--- config.mk ---
export PLATFORM = sky130hd
export DESIGN_NAME = mcp_ctrl
export DESIGN_NICKNAME = d
export VERILOG_FILES = /design/src/hdl/mcp_pkg.sv /design/src/hdl/mcp_hyst_if.sv /design/src/hdl/mcp_hyst_cmp.sv /design/src/hdl/mcp_ctrl.sv
export SDC_FILE = /design/constraint.sdc
export NUM_CORES = 1
export LEC_CHECK = 0
export BUFFER_PORTS_ARGS = -buffer_cell sky130_fd_sc_hd__buf_2
export CORE_MARGIN = 2
export CORE_UTILIZATION = 25
export DETAILED_ROUTE_END_ITERATION = 16
export GPL_TIMING_DRIVEN = 0
export PLACE_DENSITY_LB_ADDON = 0.08
export SETUP_SLACK_MARGIN = 0.1
export SYNTH_ARGS = -nofsm -noshare
export SYNTH_HDL_FRONTEND = slang
export SYNTH_SLANG_ARGS = --single-unit
--- constraint.sdc ---
create_clock -name clk_sys -period 4.64 [get_ports clk_sys]
set_clock_uncertainty 0.1 [all_clocks]
set_input_delay 0 -clock clk_sys [delete_from_list [all_inputs] [get_ports clk_sys]]
set_output_delay 0 -clock clk_sys [all_outputs]
set_load 0.005 [all_outputs]
--- src/hdl/mcp_pkg.sv ---
// Purpose: Shared constants for the motor current power-down controller
// Assumes: Register offsets are word indices on the device register port
// Notes: Reset values and field positions are defined here

package mcp_pkg;

  // ****************************************
  // Register indices
  // ****************************************
  localparam logic [7:0] MCP_RUN_HOLD_IDX = 8'h12;
  localparam logic [7:0] MCP_PD_WAIT_IDX = 8'h13;
  localparam logic [7:0] MCP_INTERVAL_IDX = 8'h14;

  // ****************************************
  // Field positions of run_hold_current and the power-down wait
  // ****************************************
  localparam int MCP_RUN_DLY_LSB = 24;
  localparam int MCP_HOLD_DLY_LSB = 16;
  localparam int MCP_RUN_CUR_LSB = 8;
  localparam int MCP_HOLD_CUR_LSB = 0;
  localparam int MCP_PD_WAIT_LSB = 0;

  // ****************************************
  // Values after reset
  // ****************************************
  localparam logic [3:0] MCP_RUN_DLY_RST = 4'h4;
  localparam logic [3:0] MCP_HOLD_DLY_RST = 4'h1;
  localparam logic [4:0] MCP_RUN_CUR_RST = 5'h1f;
  localparam logic [4:0] MCP_HOLD_CUR_RST = 5'h08;
  localparam logic [7:0] MCP_PD_WAIT_RST = 8'h0a;
  localparam logic [19:0] MCP_INTERVAL_RST = 20'h00000;

  // ****************************************
  // Cycle counts and hysteresis shift
  // ****************************************
  localparam int MCP_RUN_UNIT_CYC = 512;
  localparam int MCP_HOLD_UNIT_CYC = 262144;
  localparam logic [19:0] MCP_INTERVAL_MAX = 20'hfffff;
  localparam int MCP_HYST_SHIFT = 4;

  // Current ramp states
  typedef enum logic [2:0] {
    MCP_ST_HOLD,
    MCP_ST_UP,
    MCP_ST_RUN,
    MCP_ST_WAIT,
    MCP_ST_DOWN
  } mcp_state_e;

endpackage : mcp_pkg

--- src/hdl/mcp_hyst_if.sv ---
// Purpose: Carries interval, threshold and compare result between modules
// Assumes: Single clock domain
// Notes: The comparator owns the result, the controller owns the inputs

`timescale 1ns/1ps
`default_nettype none

interface mcp_hyst_if;
  logic [19:0] interval;
  logic [19:0] threshold;
  logic below;

  modport ctrl (output interval, output threshold, input below);
  modport cmp (input interval, input threshold, output below);
endinterface : mcp_hyst_if

`default_nettype wire

--- src/hdl/mcp_hyst_cmp.sv ---
// Purpose: Interval against threshold compare with a 1/16 hysteresis band
// Assumes: Interval and threshold are in clock periods
// Notes: Below sets under the threshold, clears at threshold plus 1/16

`timescale 1ns/1ps
`default_nettype none

module mcp_hyst_cmp
  import mcp_pkg::*;
(
  // Clock and reset
  input wire logic clk_sys,
  input wire logic srst,
  // Compare channel
  mcp_hyst_if.cmp hyst
);

  logic below_reg;
  logic below_next;
  wire logic [20:0] release_lvl;
  wire logic set_hit;
  wire logic clr_hit;

  // Band edges; 21 bits so a large threshold cannot wrap the upper edge
  assign release_lvl = {1'b0, hyst.threshold} + {5'h00, hyst.threshold[19:MCP_HYST_SHIFT]};
  assign set_hit = hyst.interval < hyst.threshold;
  assign clr_hit = {1'b0, hyst.interval} >= release_lvl;
  assign below_next = set_hit ? 1'b1 : (clr_hit ? 1'b0 : below_reg);
  assign hyst.below = below_reg;

  // Result flop; in-band values keep the last decision to reject jitter
  always_ff @(posedge clk_sys) begin
    if (srst) begin
      below_reg <= 1'b0;
    end else begin
      below_reg <= below_next;
    end
  end

  hyst_set_a: assert property (@(posedge clk_sys) disable iff (srst)
    set_hit |=> below_reg)
    else $error("below flag not set under threshold");

  hyst_clr_a: assert property (@(posedge clk_sys) disable iff (srst)
    (!set_hit && clr_hit) |=> !below_reg)
    else $error("below flag not cleared above band");

  hyst_hold_a: assert property (@(posedge clk_sys) disable iff (srst)
    (!set_hit && !clr_hit) |=> below_reg == $past(below_reg))
    else $error("below flag moved inside band");

endmodule : mcp_hyst_cmp

`default_nettype wire

--- src/hdl/mcp_ctrl.sv ---
// Purpose: Run and standstill current selection with ramps and power-down wait
// Assumes: Register port is synchronous; step_pulse marks one 1/256 microstep
// Notes: Long unit counts are parameters so a simulation can shorten them

`timescale 1ns/1ps
`default_nettype none

module mcp_ctrl
  import mcp_pkg::*;
#(
  parameter int RUN_UNIT_CYC = MCP_RUN_UNIT_CYC,
  parameter int HOLD_UNIT_CYC = MCP_HOLD_UNIT_CYC
) (
  // Clock and reset
  input wire logic clk_sys,
  input wire logic srst,
  // Register port
  input wire logic [7:0] reg_addr,
  input wire logic reg_we,
  input wire logic [31:0] reg_wdata,
  input wire logic reg_re,
  output logic [31:0] reg_rdata_reg,
  // Motion status
  input wire logic motion_req,
  input wire logic standstill,
  input wire logic step_pulse,
  input wire logic pwm_voltage_mode,
  input wire logic freewheel_sel,
  input wire logic [19:0] velocity_threshold,
  // Chopper and indexer side
  output logic [4:0] current_scale_reg,
  output logic run_current_reached_reg,
  output logic freewheel_reg,
  output logic coil_short_reg,
  output logic below_threshold
);

  // ****************************************
  // Registers
  // ****************************************
  logic [3:0] run_ramp_step_delay_reg;
  logic [3:0] hold_ramp_step_delay_reg;
  logic [4:0] run_current_scale_reg;
  logic [4:0] standstill_current_scale_reg;
  logic [7:0] standstill_powerdown_wait_reg;
  logic [19:0] microstep_interval_reg;
  logic [19:0] step_cnt_reg;
  logic [31:0] tick_cnt_reg;
  logic [7:0] unit_cnt_reg;
  mcp_state_e state_reg;
  mcp_state_e state_next;

  mcp_hyst_if hyst ();

  // ****************************************
  // Register decode
  // ****************************************
  wire logic wr_run_hold = reg_we && (reg_addr == MCP_RUN_HOLD_IDX);
  wire logic wr_pd_wait = reg_we && (reg_addr == MCP_PD_WAIT_IDX);
  wire logic [31:0] run_hold_word = {4'h0, run_ramp_step_delay_reg, 4'h0,
    hold_ramp_step_delay_reg, 3'h0, run_current_scale_reg, 3'h0,
    standstill_current_scale_reg};
  wire logic [31:0] rd_word =
    (reg_addr == MCP_RUN_HOLD_IDX) ? run_hold_word :
    (reg_addr == MCP_PD_WAIT_IDX) ? {24'h000000, standstill_powerdown_wait_reg} :
    (reg_addr == MCP_INTERVAL_IDX) ? {12'h000, microstep_interval_reg} :
    32'h00000000;

  // Configuration writes; the interval register ignores writes
  always_ff @(posedge clk_sys) begin
    if (srst) begin
      run_ramp_step_delay_reg <= MCP_RUN_DLY_RST;
      hold_ramp_step_delay_reg <= MCP_HOLD_DLY_RST;
      run_current_scale_reg <= MCP_RUN_CUR_RST;
      standstill_current_scale_reg <= MCP_HOLD_CUR_RST;
      standstill_powerdown_wait_reg <= MCP_PD_WAIT_RST;
    end else begin
      if (wr_run_hold) begin
        run_ramp_step_delay_reg <= reg_wdata[MCP_RUN_DLY_LSB +: 4];
        hold_ramp_step_delay_reg <= reg_wdata[MCP_HOLD_DLY_LSB +: 4];
        run_current_scale_reg <= reg_wdata[MCP_RUN_CUR_LSB +: 5];
        standstill_current_scale_reg <= reg_wdata[MCP_HOLD_CUR_LSB +: 5];
      end
      if (wr_pd_wait) begin
        standstill_powerdown_wait_reg <= reg_wdata[MCP_PD_WAIT_LSB +: 8];
      end
    end
  end

  // Read data, one cycle after the read strobe; unmapped reads give zero
  always_ff @(posedge clk_sys) begin
    if (srst) begin
      reg_rdata_reg <= 32'h00000000;
    end else if (reg_re) begin
      reg_rdata_reg <= rd_word;
    end
  end

  // ****************************************
  // Microstep interval
  // ****************************************
  wire logic step_sat = (step_cnt_reg == MCP_INTERVAL_MAX);
  wire logic [19:0] step_cnt_next = step_pulse ? 20'h00001 :
    (step_sat ? MCP_INTERVAL_MAX : step_cnt_reg + 20'h00001);
  wire logic [19:0] interval_next = (standstill || step_sat) ? MCP_INTERVAL_MAX :
    (step_pulse ? step_cnt_reg : microstep_interval_reg);

  // Counter starts saturated so the first step after reset reads as max
  always_ff @(posedge clk_sys) begin
    if (srst) begin
      step_cnt_reg <= MCP_INTERVAL_MAX;
      microstep_interval_reg <= MCP_INTERVAL_RST;
    end else begin
      step_cnt_reg <= step_cnt_next;
      microstep_interval_reg <= interval_next;
    end
  end

  // Threshold compare shares the interval through the interface
  assign hyst.interval = microstep_interval_reg;
  assign hyst.threshold = velocity_threshold;

  mcp_hyst_cmp u_hyst (
    .clk_sys(clk_sys),
    .srst(srst),
    .hyst(hyst.cmp)
  );

  assign below_threshold = hyst.below;

  // ****************************************
  // Current ramp control
  // ****************************************
  wire logic [31:0] run_limit = 32'(run_ramp_step_delay_reg) * 32'(RUN_UNIT_CYC);
  wire logic [31:0] hold_limit = 32'(hold_ramp_step_delay_reg) * 32'(HOLD_UNIT_CYC);
  wire logic [31:0] hold_unit = 32'(HOLD_UNIT_CYC);
  wire logic ramping = (state_reg == MCP_ST_UP) || (state_reg == MCP_ST_DOWN);
  wire logic [4:0] target = (state_reg == MCP_ST_UP) ? run_current_scale_reg :
    standstill_current_scale_reg;
  wire logic [3:0] step_dly = (state_reg == MCP_ST_UP) ? run_ramp_step_delay_reg :
    hold_ramp_step_delay_reg;
  wire logic [31:0] step_limit = (state_reg == MCP_ST_UP) ? run_limit : hold_limit;
  wire logic step_due = (step_dly == 4'h0) || (tick_cnt_reg >= step_limit - 32'h1);
  wire logic unit_due = (tick_cnt_reg == hold_unit - 32'h1);
  wire logic wait_done = (unit_cnt_reg >= standstill_powerdown_wait_reg);
  wire logic at_target = (current_scale_reg == target);
  // One 1/32 step toward the target, or straight there with zero delay
  wire logic [4:0] stepped = (step_dly == 4'h0) ? target :
    ((current_scale_reg < target) ? current_scale_reg + 5'h01 :
    current_scale_reg - 5'h01);

  // Next state; motion always wins over power-down
  always_comb begin
    state_next = state_reg;
    unique case (state_reg)
      MCP_ST_HOLD: begin
        if (motion_req) begin
          state_next = MCP_ST_UP;
        end else if (current_scale_reg != standstill_current_scale_reg) begin
          state_next = MCP_ST_DOWN;
        end
      end
      MCP_ST_UP: begin
        if (at_target) begin
          state_next = MCP_ST_RUN;
        end
      end
      MCP_ST_RUN: begin
        if (current_scale_reg != run_current_scale_reg) begin
          state_next = MCP_ST_UP;
        end else if (!motion_req) begin
          state_next = MCP_ST_WAIT;
        end
      end
      MCP_ST_WAIT: begin
        if (motion_req) begin
          state_next = MCP_ST_UP;
        end else if (standstill && wait_done) begin
          state_next = MCP_ST_DOWN;
        end
      end
      MCP_ST_DOWN: begin
        if (motion_req) begin
          state_next = MCP_ST_UP;
        end else if (at_target) begin
          state_next = MCP_ST_HOLD;
        end
      end
    endcase
  end

  // State, step timer and power-down unit counter
  always_ff @(posedge clk_sys) begin
    if (srst) begin
      state_reg <= MCP_ST_HOLD;
      tick_cnt_reg <= 32'h00000000;
      unit_cnt_reg <= 8'h00;
    end else begin
      state_reg <= state_next;
      if (state_next != state_reg) begin
        tick_cnt_reg <= 32'h00000000;
        unit_cnt_reg <= 8'h00;
      end else if (state_reg == MCP_ST_WAIT) begin
        // Standstill dropping restarts the whole wait
        if (!standstill) begin
          tick_cnt_reg <= 32'h00000000;
          unit_cnt_reg <= 8'h00;
        end else if (unit_due) begin
          tick_cnt_reg <= 32'h00000000;
          unit_cnt_reg <= unit_cnt_reg + 8'h01;
        end else begin
          tick_cnt_reg <= tick_cnt_reg + 32'h1;
        end
      end else if (ramping && !at_target) begin
        tick_cnt_reg <= step_due ? 32'h00000000 : tick_cnt_reg + 32'h1;
      end
    end
  end

  // Effective scale; reset sits at the reset standstill level
  always_ff @(posedge clk_sys) begin
    if (srst) begin
      current_scale_reg <= MCP_HOLD_CUR_RST;
      run_current_reached_reg <= 1'b0;
      freewheel_reg <= 1'b0;
      coil_short_reg <= 1'b0;
    end else begin
      if (ramping && !at_target && step_due && state_next == state_reg) begin
        current_scale_reg <= stepped;
      end
      run_current_reached_reg <= (state_next == MCP_ST_RUN);
      // Passive standstill only once the hold level is really reached
      freewheel_reg <= pwm_voltage_mode && (standstill_current_scale_reg == 5'h00) &&
        (state_next == MCP_ST_HOLD) && freewheel_sel;
      coil_short_reg <= pwm_voltage_mode && (standstill_current_scale_reg == 5'h00) &&
        (state_next == MCP_ST_HOLD) && !freewheel_sel;
    end
  end

  // ****************************************
  // Checks
  // ****************************************
  instant_up_a: assert property (@(posedge clk_sys) disable iff (srst)
    (state_reg == MCP_ST_UP && run_ramp_step_delay_reg == 4'h0 && !at_target)
      |=> current_scale_reg == $past(run_current_scale_reg))
    else $error("zero run delay did not jump to run current");

  up_step_a: assert property (@(posedge clk_sys) disable iff (srst)
    (state_reg == MCP_ST_UP && run_ramp_step_delay_reg != 4'h0 && !$stable(current_scale_reg))
      |-> (current_scale_reg == $past(current_scale_reg) + 5'h01 ||
        current_scale_reg == $past(current_scale_reg) - 5'h01))
    else $error("ramp moved by more than one step");

  run_gap_a: assert property (@(posedge clk_sys) disable iff (srst)
    (state_reg == MCP_ST_UP && run_ramp_step_delay_reg != 4'h0 && !at_target &&
      tick_cnt_reg < run_limit - 32'h1)
      |=> $stable(current_scale_reg))
    else $error("run ramp step came too early");

  wait_expired_a: assert property (@(posedge clk_sys) disable iff (srst)
    (state_reg == MCP_ST_WAIT ##1 state_reg == MCP_ST_DOWN)
      |-> $past(unit_cnt_reg) >= $past(standstill_powerdown_wait_reg) && $past(standstill))
    else $error("power-down began before the wait expired");

  wait_restart_a: assert property (@(posedge clk_sys) disable iff (srst)
    (state_reg == MCP_ST_WAIT && !standstill && !motion_req) |=> unit_cnt_reg == 8'h00)
    else $error("wait count survived loss of standstill");

  instant_down_a: assert property (@(posedge clk_sys) disable iff (srst)
    (state_reg == MCP_ST_DOWN && hold_ramp_step_delay_reg == 4'h0 && !at_target && !motion_req)
      |=> current_scale_reg == $past(standstill_current_scale_reg))
    else $error("zero hold delay did not jump to hold current");

  pd_reset_a: assert property (@(posedge clk_sys)
    $past(srst) |-> standstill_powerdown_wait_reg == 8'h0a && microstep_interval_reg == 20'h0)
    else $error("wrong value after reset");

  interval_sat_a: assert property (@(posedge clk_sys) disable iff (srst)
    standstill |=> microstep_interval_reg == 20'hfffff)
    else $error("interval not saturated at standstill");

  interval_meas_a: assert property (@(posedge clk_sys) disable iff (srst)
    (step_pulse && !standstill ##1 !step_pulse && !standstill [*3] ##1 step_pulse && !standstill)
      |=> microstep_interval_reg == 20'h00004)
    else $error("interval measurement wrong");

  passive_a: assert property (@(posedge clk_sys) disable iff (srst)
    (freewheel_reg || coil_short_reg) |-> state_reg == MCP_ST_HOLD &&
      !(freewheel_reg && coil_short_reg))
    else $error("passive standstill outside hold");

endmodule : mcp_ctrl

`default_nettype wire

* After elaboration in Yosys (flattened, before gate mapping)
Cells that the tools add are included.
** Word-level totals
- Word-level logic and storage cells :: 101
- Register bits after elaboration :: 150
- Input bits :: 69
** Operators by class
- Reductions and logical operators :: 25
- Multiplexer cells :: 31
- Add/subtract/negate cells :: 7
- $lt $le $gt $ge :: 5
- Eq/ne operators :: 16
** Operators by type and width (number)
- 32-bit two-way mux :: 5
- 20-bit two-way mux :: 6
- 32-bit by 1-bit adder with 32-bit output (second input constant) :: 1
- 32-bit by 18-bit == test with 1-bit output (second input constant) :: 1
- 32-bit greater-or-equal comparator :: 1
- 28-bit two-way mux :: 1
- 3-bit two-way mux :: 9
- 8-bit by 5-bit == test with 1-bit output (second input constant) :: 3
- 22-bit by 1-bit subtractor with 23-bit output (second input constant) :: 1
- 22-bit two-way mux :: 1
- 20-bit by 16-bit adder with 21-bit output :: 1
- 20-bit by 21-bit greater-or-equal comparator with 1-bit output :: 1
- 20-bit by 1-bit adder with 20-bit output (second input constant) :: 1
- 20-bit == test (second input constant) :: 1
- 20-bit less-than comparator :: 1
- 8-bit two-way mux :: 2
- 5-bit two-way mux :: 3
- 3-bit one-hot mux with 5 select lines :: 1
- 1-bit logical AND :: 10
- 5-bit inequality test :: 2
- 3-bit by 2-bit == test with 1-bit output (second input constant) :: 3
- 8-bit by 1-bit adder with 8-bit output (second input constant) :: 1
- 8-bit greater-or-equal comparator :: 1
- 3-bit logical NOT :: 2
- other kinds (19) :: 25

* Longest topological paths before layout
- Word-level depth :: 9
- Gate-level depth with buffers :: 16
- Depth with buffers taken out :: 16

* By module
From an unflattened synthesis, not the netlist that was laid out.
** Unflattened totals
- Cells, all modules :: 1190
- Area, all modules :: 9639.2 um^2
** Modules (own cells, without submodules)
- mcp_ctrl :: instances 1, cells each 965, seq. area each 2822.7 um^2, area each 7886.3 um^2
- mcp_hyst_cmp :: instances 1, cells each 225, seq. area each 20.0 um^2, area each 1752.9 um^2

* Least setup slack after synthesis
No wires, ideal clock.
- Path kind :: register to register
- Start :: register state_reg[2]
- End :: register current_scale_reg[1]
- Cell stages (with the launch flop) :: 14
- Slack :: 1049 ps
- Arrival time :: 3370 ps
- Cells stage by stage :: dfxtp_1 -> buf_4 -> nor3b_1 -> mux2i_1 -> clkbuf_1 -> ha_1 -> nand3_1 -> or3_1 -> a2111oi_2 -> o311a_1 -> buf_4 -> or2_4 -> nand2_2 -> mux2_2
** On the way
- Cells in the longest elaborated chain, start to end :: 8
** RTL lines
- start, declared :: line mcp_ctrl.sv:50 : mcp_state_e state_reg;
- start signal, assigned :: line mcp_ctrl.sv:199 : state_reg <= state_next;
- branches (longest 8 deep; another with 32-bit greater-or-equal comparator)
- end signal, assigned :: line mcp_ctrl.sv:229 : current_scale_reg <= stepped;
- end, declared :: line mcp_ctrl.sv:31 : output logic [4:0] current_scale_reg,
Several ways; the timed one is not identified.
A chain may end at the register's enable or synchronous reset.

* Worst setup path in the final report
- Start :: register state_reg[2]
- End :: register tick_cnt_reg[19]
** On the way
- Cells in the longest elaborated chain, start to end :: 8
** RTL lines
- 3-bit by 1-bit == test with 1-bit output
- 22-bit two-way mux / 5-bit two-way mux (equally long branches) :: line mcp_ctrl.sv:142, mcp_ctrl.sv:138
- 22-bit by 1-bit subtractor with 23-bit output / 5-bit == test (equally long branches) :: line mcp_ctrl.sv:143, mcp_ctrl.sv:146
- 32-bit greater-or-equal comparator / 3-bit two-way mux (equally long branches) :: line mcp_ctrl.sv:143, mcp_ctrl.sv:185
- 1-bit logical OR / 3-bit two-way mux (equally long branches) :: line mcp_ctrl.sv:143, mcp_ctrl.sv:183
- 32-bit two-way mux / 3-bit one-hot mux with 5 select lines (equally long branches) :: line mcp_ctrl.sv:215, mcp_ctrl.sv:155
- 32-bit two-way mux / 3-bit inequality test (equally long branches) :: line mcp_ctrl.sv:214, mcp_ctrl.sv:200
- 32-bit two-way mux / 2-bit OR reduction (equally long branches)
- end signal, assigned :: line mcp_ctrl.sv:212 : tick_cnt_reg <= tick_cnt_reg + 32'h1;
- end signal, assigned :: line mcp_ctrl.sv:215 : tick_cnt_reg <= step_due ? 32'h00000000 : tick_cnt_reg + 32'h1;
- end, declared :: line mcp_ctrl.sv:48 : logic [31:0] tick_cnt_reg;
Several ways; a longest one is shown, not always the timed one. The select of a mux whose other input is x is not followed.

==> results.py <==
metrics = {
    "global_routing": {
        "grt_util_all_layers_pct": 16.9,
        "grt_first_pass_wirelength_um": 52900,
        "first_global_vias": 9005,
        "grt_antenna_before_repair": 1,
        "grt_max_degree": 20,
        "overflow": 0,
    },
    "clock_network": {
        "clk_root_buffer_cell": "clkbuf_16",
        "insertion_delay_ps": 440,
        "path_clk_slew_ps": 70,
        "clock_buffer_count_from_cts": 17,
        "cts_tree": "done",
        "cts-htree-levels": 4,
        "cts_num_sinks": 142,
        "clk_path_buf_depth": 2,
    },
    "detailed_routing": {
        "routed_via_density": 4.86,
        "drt-wirelength-per-cell_um": 18.4,
        "routed_wl_um": 33900,
        "vias": 8957,
        "ant_nets": 0,
        "drc": 0,
        "drt_pass1_iterations": 5,
        "drt_iter0_drc": 371,
    },
    "logic_synthesis": {
        "synth.top_cell.area_share_pct": 29.5,
        "most_used_flip_flop_cell_after_synthesis": "dfxtp_1",
        "post_synth.cell_area_avg_um2": 8.18,
        "number_of_flops_mapped_to_enable_cells_by_yosys": 0,
        "yosysTopAreaCell": "dfxtp_1",
        "netlist_area_um2": 9630,
        "synth.yosys.seq_area_share_pct": 29.5,
        "syn-instance-count": 1177,
        "yosys_register_bits": 142,
        "yosysUniqueCellTypes": 75,
        "synth.yosys.warnings": 0,
        "netlist_top_cells_area": "dfxtp_1, ha_1, a21oi_1, nand2_1, mux2i_1",
        "synth_async_sr_flop_share_pct": 0,
    },
    "sta": {
        "drv_slew": 0,
        "post_route_hold_slack_ps": 44.7,
        "setup-violations-final": 0,
        "slew_headroom_pct": 23.1,
        "fmax_ghz": 0.237,
        "finalCriticalPeriod_ps": 4220,
        "rsz0062_at_grt": "false",
        "timing.final.crit_share_pct": 91.0,
        "tightest_slew_ps": 1140,
        "timing.final.hold_violations": 0,
    },
    "flow_run": {
        "cap_viol_max_count": 0,
    },
    "setup_path": {
        "worst_ep_arrival_time_ps": 4410,
        "critPathLaunchType": "register",
        "timing.reg2reg.setup_slack_ps": 420,
        "reg2regPathDepth": 13,
        "timing.rr.start": "state_reg[2]$_SDFF_PP0_",
        "criticalPathCategory": "reg2reg",
        "worstPathRequired_ps": 4830,
        "critical_path_peak_fanout": 10,
        "end_kind": "register",
        "r2r-end": "tick_cnt_reg[19]$_SDFFE_PP0P_",
    },
    "final_layout": {
        "multi_input_combinational_cell_area_um2": 6330,
        "seq_area_um2": 2840,
        "layout-drive-gt1-share_pct": 12.1,
        "synthToLayoutAreaGrowth_pct": 20.5,
        "final_non_filler_cell_total": 1843,
        "antenna_cells": 0,
        "largest_register_ff_count": 32,
        "n_fill_cell": 4165,
        "finish.net_count": 1488,
    },
    "floorplanning": {
        "floorplan.initialDensity_pct": 25.4,
        "std_cell_rows": 71,
        "floorplan.die_area_um2": 40100,
        "fp.dieH_um": 200,
        "fp.dieW_um": 200,
        "ios": 110,
        "placeableCoreArea_um2": 37800,
    },
    "min_path": {
        "hold_path_depth": 4,
        "worstHoldPathType": "in2reg",
        "min_delay_worst_endpoint": "u_hyst.hyst.below$_SDFFE_PP0P_",
        "hold_path_startpoint": "velocity_threshold[18]",
    },
    "place": {
        "placed_wire_length_estimate_after_detailed_placement_um": 26300,
        "gp_routability_congestion": 0.805,
        "portBuffers": 89,
        "dp_cells": 1784,
    },
    "power": {
        "powerDensity_nw_per_um2": 338,
        "p_leak_nw": 5.00,
        "vdd_drop_max_v": 0.000200,
    },
    "run_status": {
        "run_status": "complete, no violations",
    },
}
[layout by cell type, fill, tap and decap left out, types with 7 or more instances in the layout]
master / synthesis / layout
and4_1: 12 / 12
nand2b_1: 18 / 18
dfxtp_1: 142 / 142
nor3_1: 30 / 30
nor2b_1: 11 / 11
o21ai_0: 45 / 45
a2111oi_0: 7 / 7
a211oi_1: 16 / 16
dlygate4sd3_1: 0 / 28
a21o_1: 28 / 28
xor2_1: 31 / 31
clkbuf_1: 41 / 42
a31oi_1: 9 / 9
mux2i_1: 34 / 34
nand4_1: 21 / 21
nand2_1: 98 / 98
o211ai_1: 7 / 7
and2_1: 11 / 11
buf_4: 10 / 10
or3_1: 9 / 9
ha_1: 97 / 97
a21oi_1: 116 / 116
nor4_1: 27 / 27
xnor2_1: 28 / 28
o21a_1: 9 / 9
conb_1: 1 / 8
nor2_1: 73 / 73
buf_2: 11 / 101
clkbuf_16: 0 / 17
inv_1: 55 / 55
a22oi_1: 10 / 10
nand3_1: 42 / 42
and3_1: 30 / 30
o31ai_1: 7 / 7
nand3b_1: 16 / 16
[through the flow]
stage | total power, mW | setup WS, ps | utilization, % | setup TNS (ps) | cell area (um2)
floorplan | 2.17 | 1050 | - | 0 | 9660
global route | 4.17 | 113 | 30.7 | 0 | 11600
detailed placement | 2.56 | 15.8 | 28.4 | 0 | 10700
CTS | 3.98 | 172 | 30.7 | 0 | 11600
global placement | 2.57 | -19.9 | 28.4 | -19.9 | 10700
finish | 3.92 | 419 | 30.7 | 0 | 11600
[routing by layer]
layer	vias to the layer above	global-route usage (%)	share of wire, %
met1	4238	21.4	47
met2	109	30.3	50
met5	-	0	0
met4	0	3.76	1.2
li1	4589	-	-
met3	21	2.51	2.0
[cell usage after synthesis (all sizes together), types with 7 or more instances]
library cell / instances
a2111oi: 8
a211oi: 16
a21o: 28
a21oi: 116
a22oi: 10
a31oi: 9
and2: 11
and3: 30
and4: 12
buf: 22
clkbuf: 42
dfxtp: 142
ha: 97
inv: 55
mux2i: 34
nand2: 99
nand2b: 18
nand3: 42
nand3b: 16
nand4: 21
nor2: 74
nor2b: 11
nor3: 31
nor4: 29
o211ai: 7
o21a: 9
o21ai: 45
o31ai: 7
or3: 9
xnor2: 28
xor2: 31
[cells by family (layout without fill, tap and decap cells)]
kind of cell	after synthesis	in the layout	share of synthesized area, %
mux	37	37	3.88
fa+ha+maj	99	99	13.0
simple gates	422	422	23.2
flops	142	142	29.5
other cells	1	8	0.0389
compound gates	298	298	19.8
buf+inv	119	267	5.18
xor+xnor	59	59	5.37
[critical path, stage by stage, from the launching register on]
cell and delay, ps:
dfxtp_1 300, buf_4 160, nor3b_1 280, clkbuf_1 530, mux2i_1 360, ha_1 290, and4_1 230, nand3b_1 240
o311ai_0 190, a32o_1 240, o221ai_1 190, a21o_1 330, clkbuf_1 520, a21oi_1 100
[power by group]
group	internal, mW	switching (mW)	total (mW)
registers	1.27	0.0602	1.33
logic	0.453	0.765	1.22
clock network	0.795	0.578	1.37
total	2.52	1.40	3.92
[final cells by class]
| type | instances | area share [%] |
|---|---|---|
| clock inverter | 8 | 0.701 |
| multi-input combinational | 923 | 54.5 |
| buffer | 64 | 2.53 |
| inverter | 55 | 1.78 |
| clock buffer | 23 | 4.20 |
| tap | 511 | 5.51 |
| sequential | 142 | 24.5 |
| timing repair buffer | 117 | 6.25 |
[how the worst max path moves through the flow]
stage	slack [ps]	to	start	cells after the start
4_1_cts	170	tick_cnt_reg[20]$_SDFFE_PP0P_	run_ramp_step_delay_reg[0]$_SDFFE_PP0P_	14
3_5_place_dp	20	tick_cnt_reg[28]$_SDFFE_PP0P_	run_ramp_step_delay_reg[0]$_SDFFE_PP0P_	14
6_report	420	tick_cnt_reg[19]$_SDFFE_PP0P_	state_reg[2]$_SDFF_PP0_	13
3_3_place_gp	-20	tick_cnt_reg[20]$_SDFFE_PP0P_	run_ramp_step_delay_reg[0]$_SDFFE_PP0P_	14
5_1_grt	110	tick_cnt_reg[15]$_SDFFE_PP0P_	state_reg[2]$_SDFF_PP0_	13
2_1_floorplan	1050	current_scale_reg[1]$_SDFFE_PP0P_	state_reg[2]$_SDFF_PP0_	13
[repair_timing]
item                                    4_1_cts  5_1_grt
endpoints found under the hold margin        33        0
resized for setup                             2        2
endpoints found under the setup margin       14       24
hold buffers                                 28        0
setup buffers                                 0        0
Power figures use the tool's default switching activity.
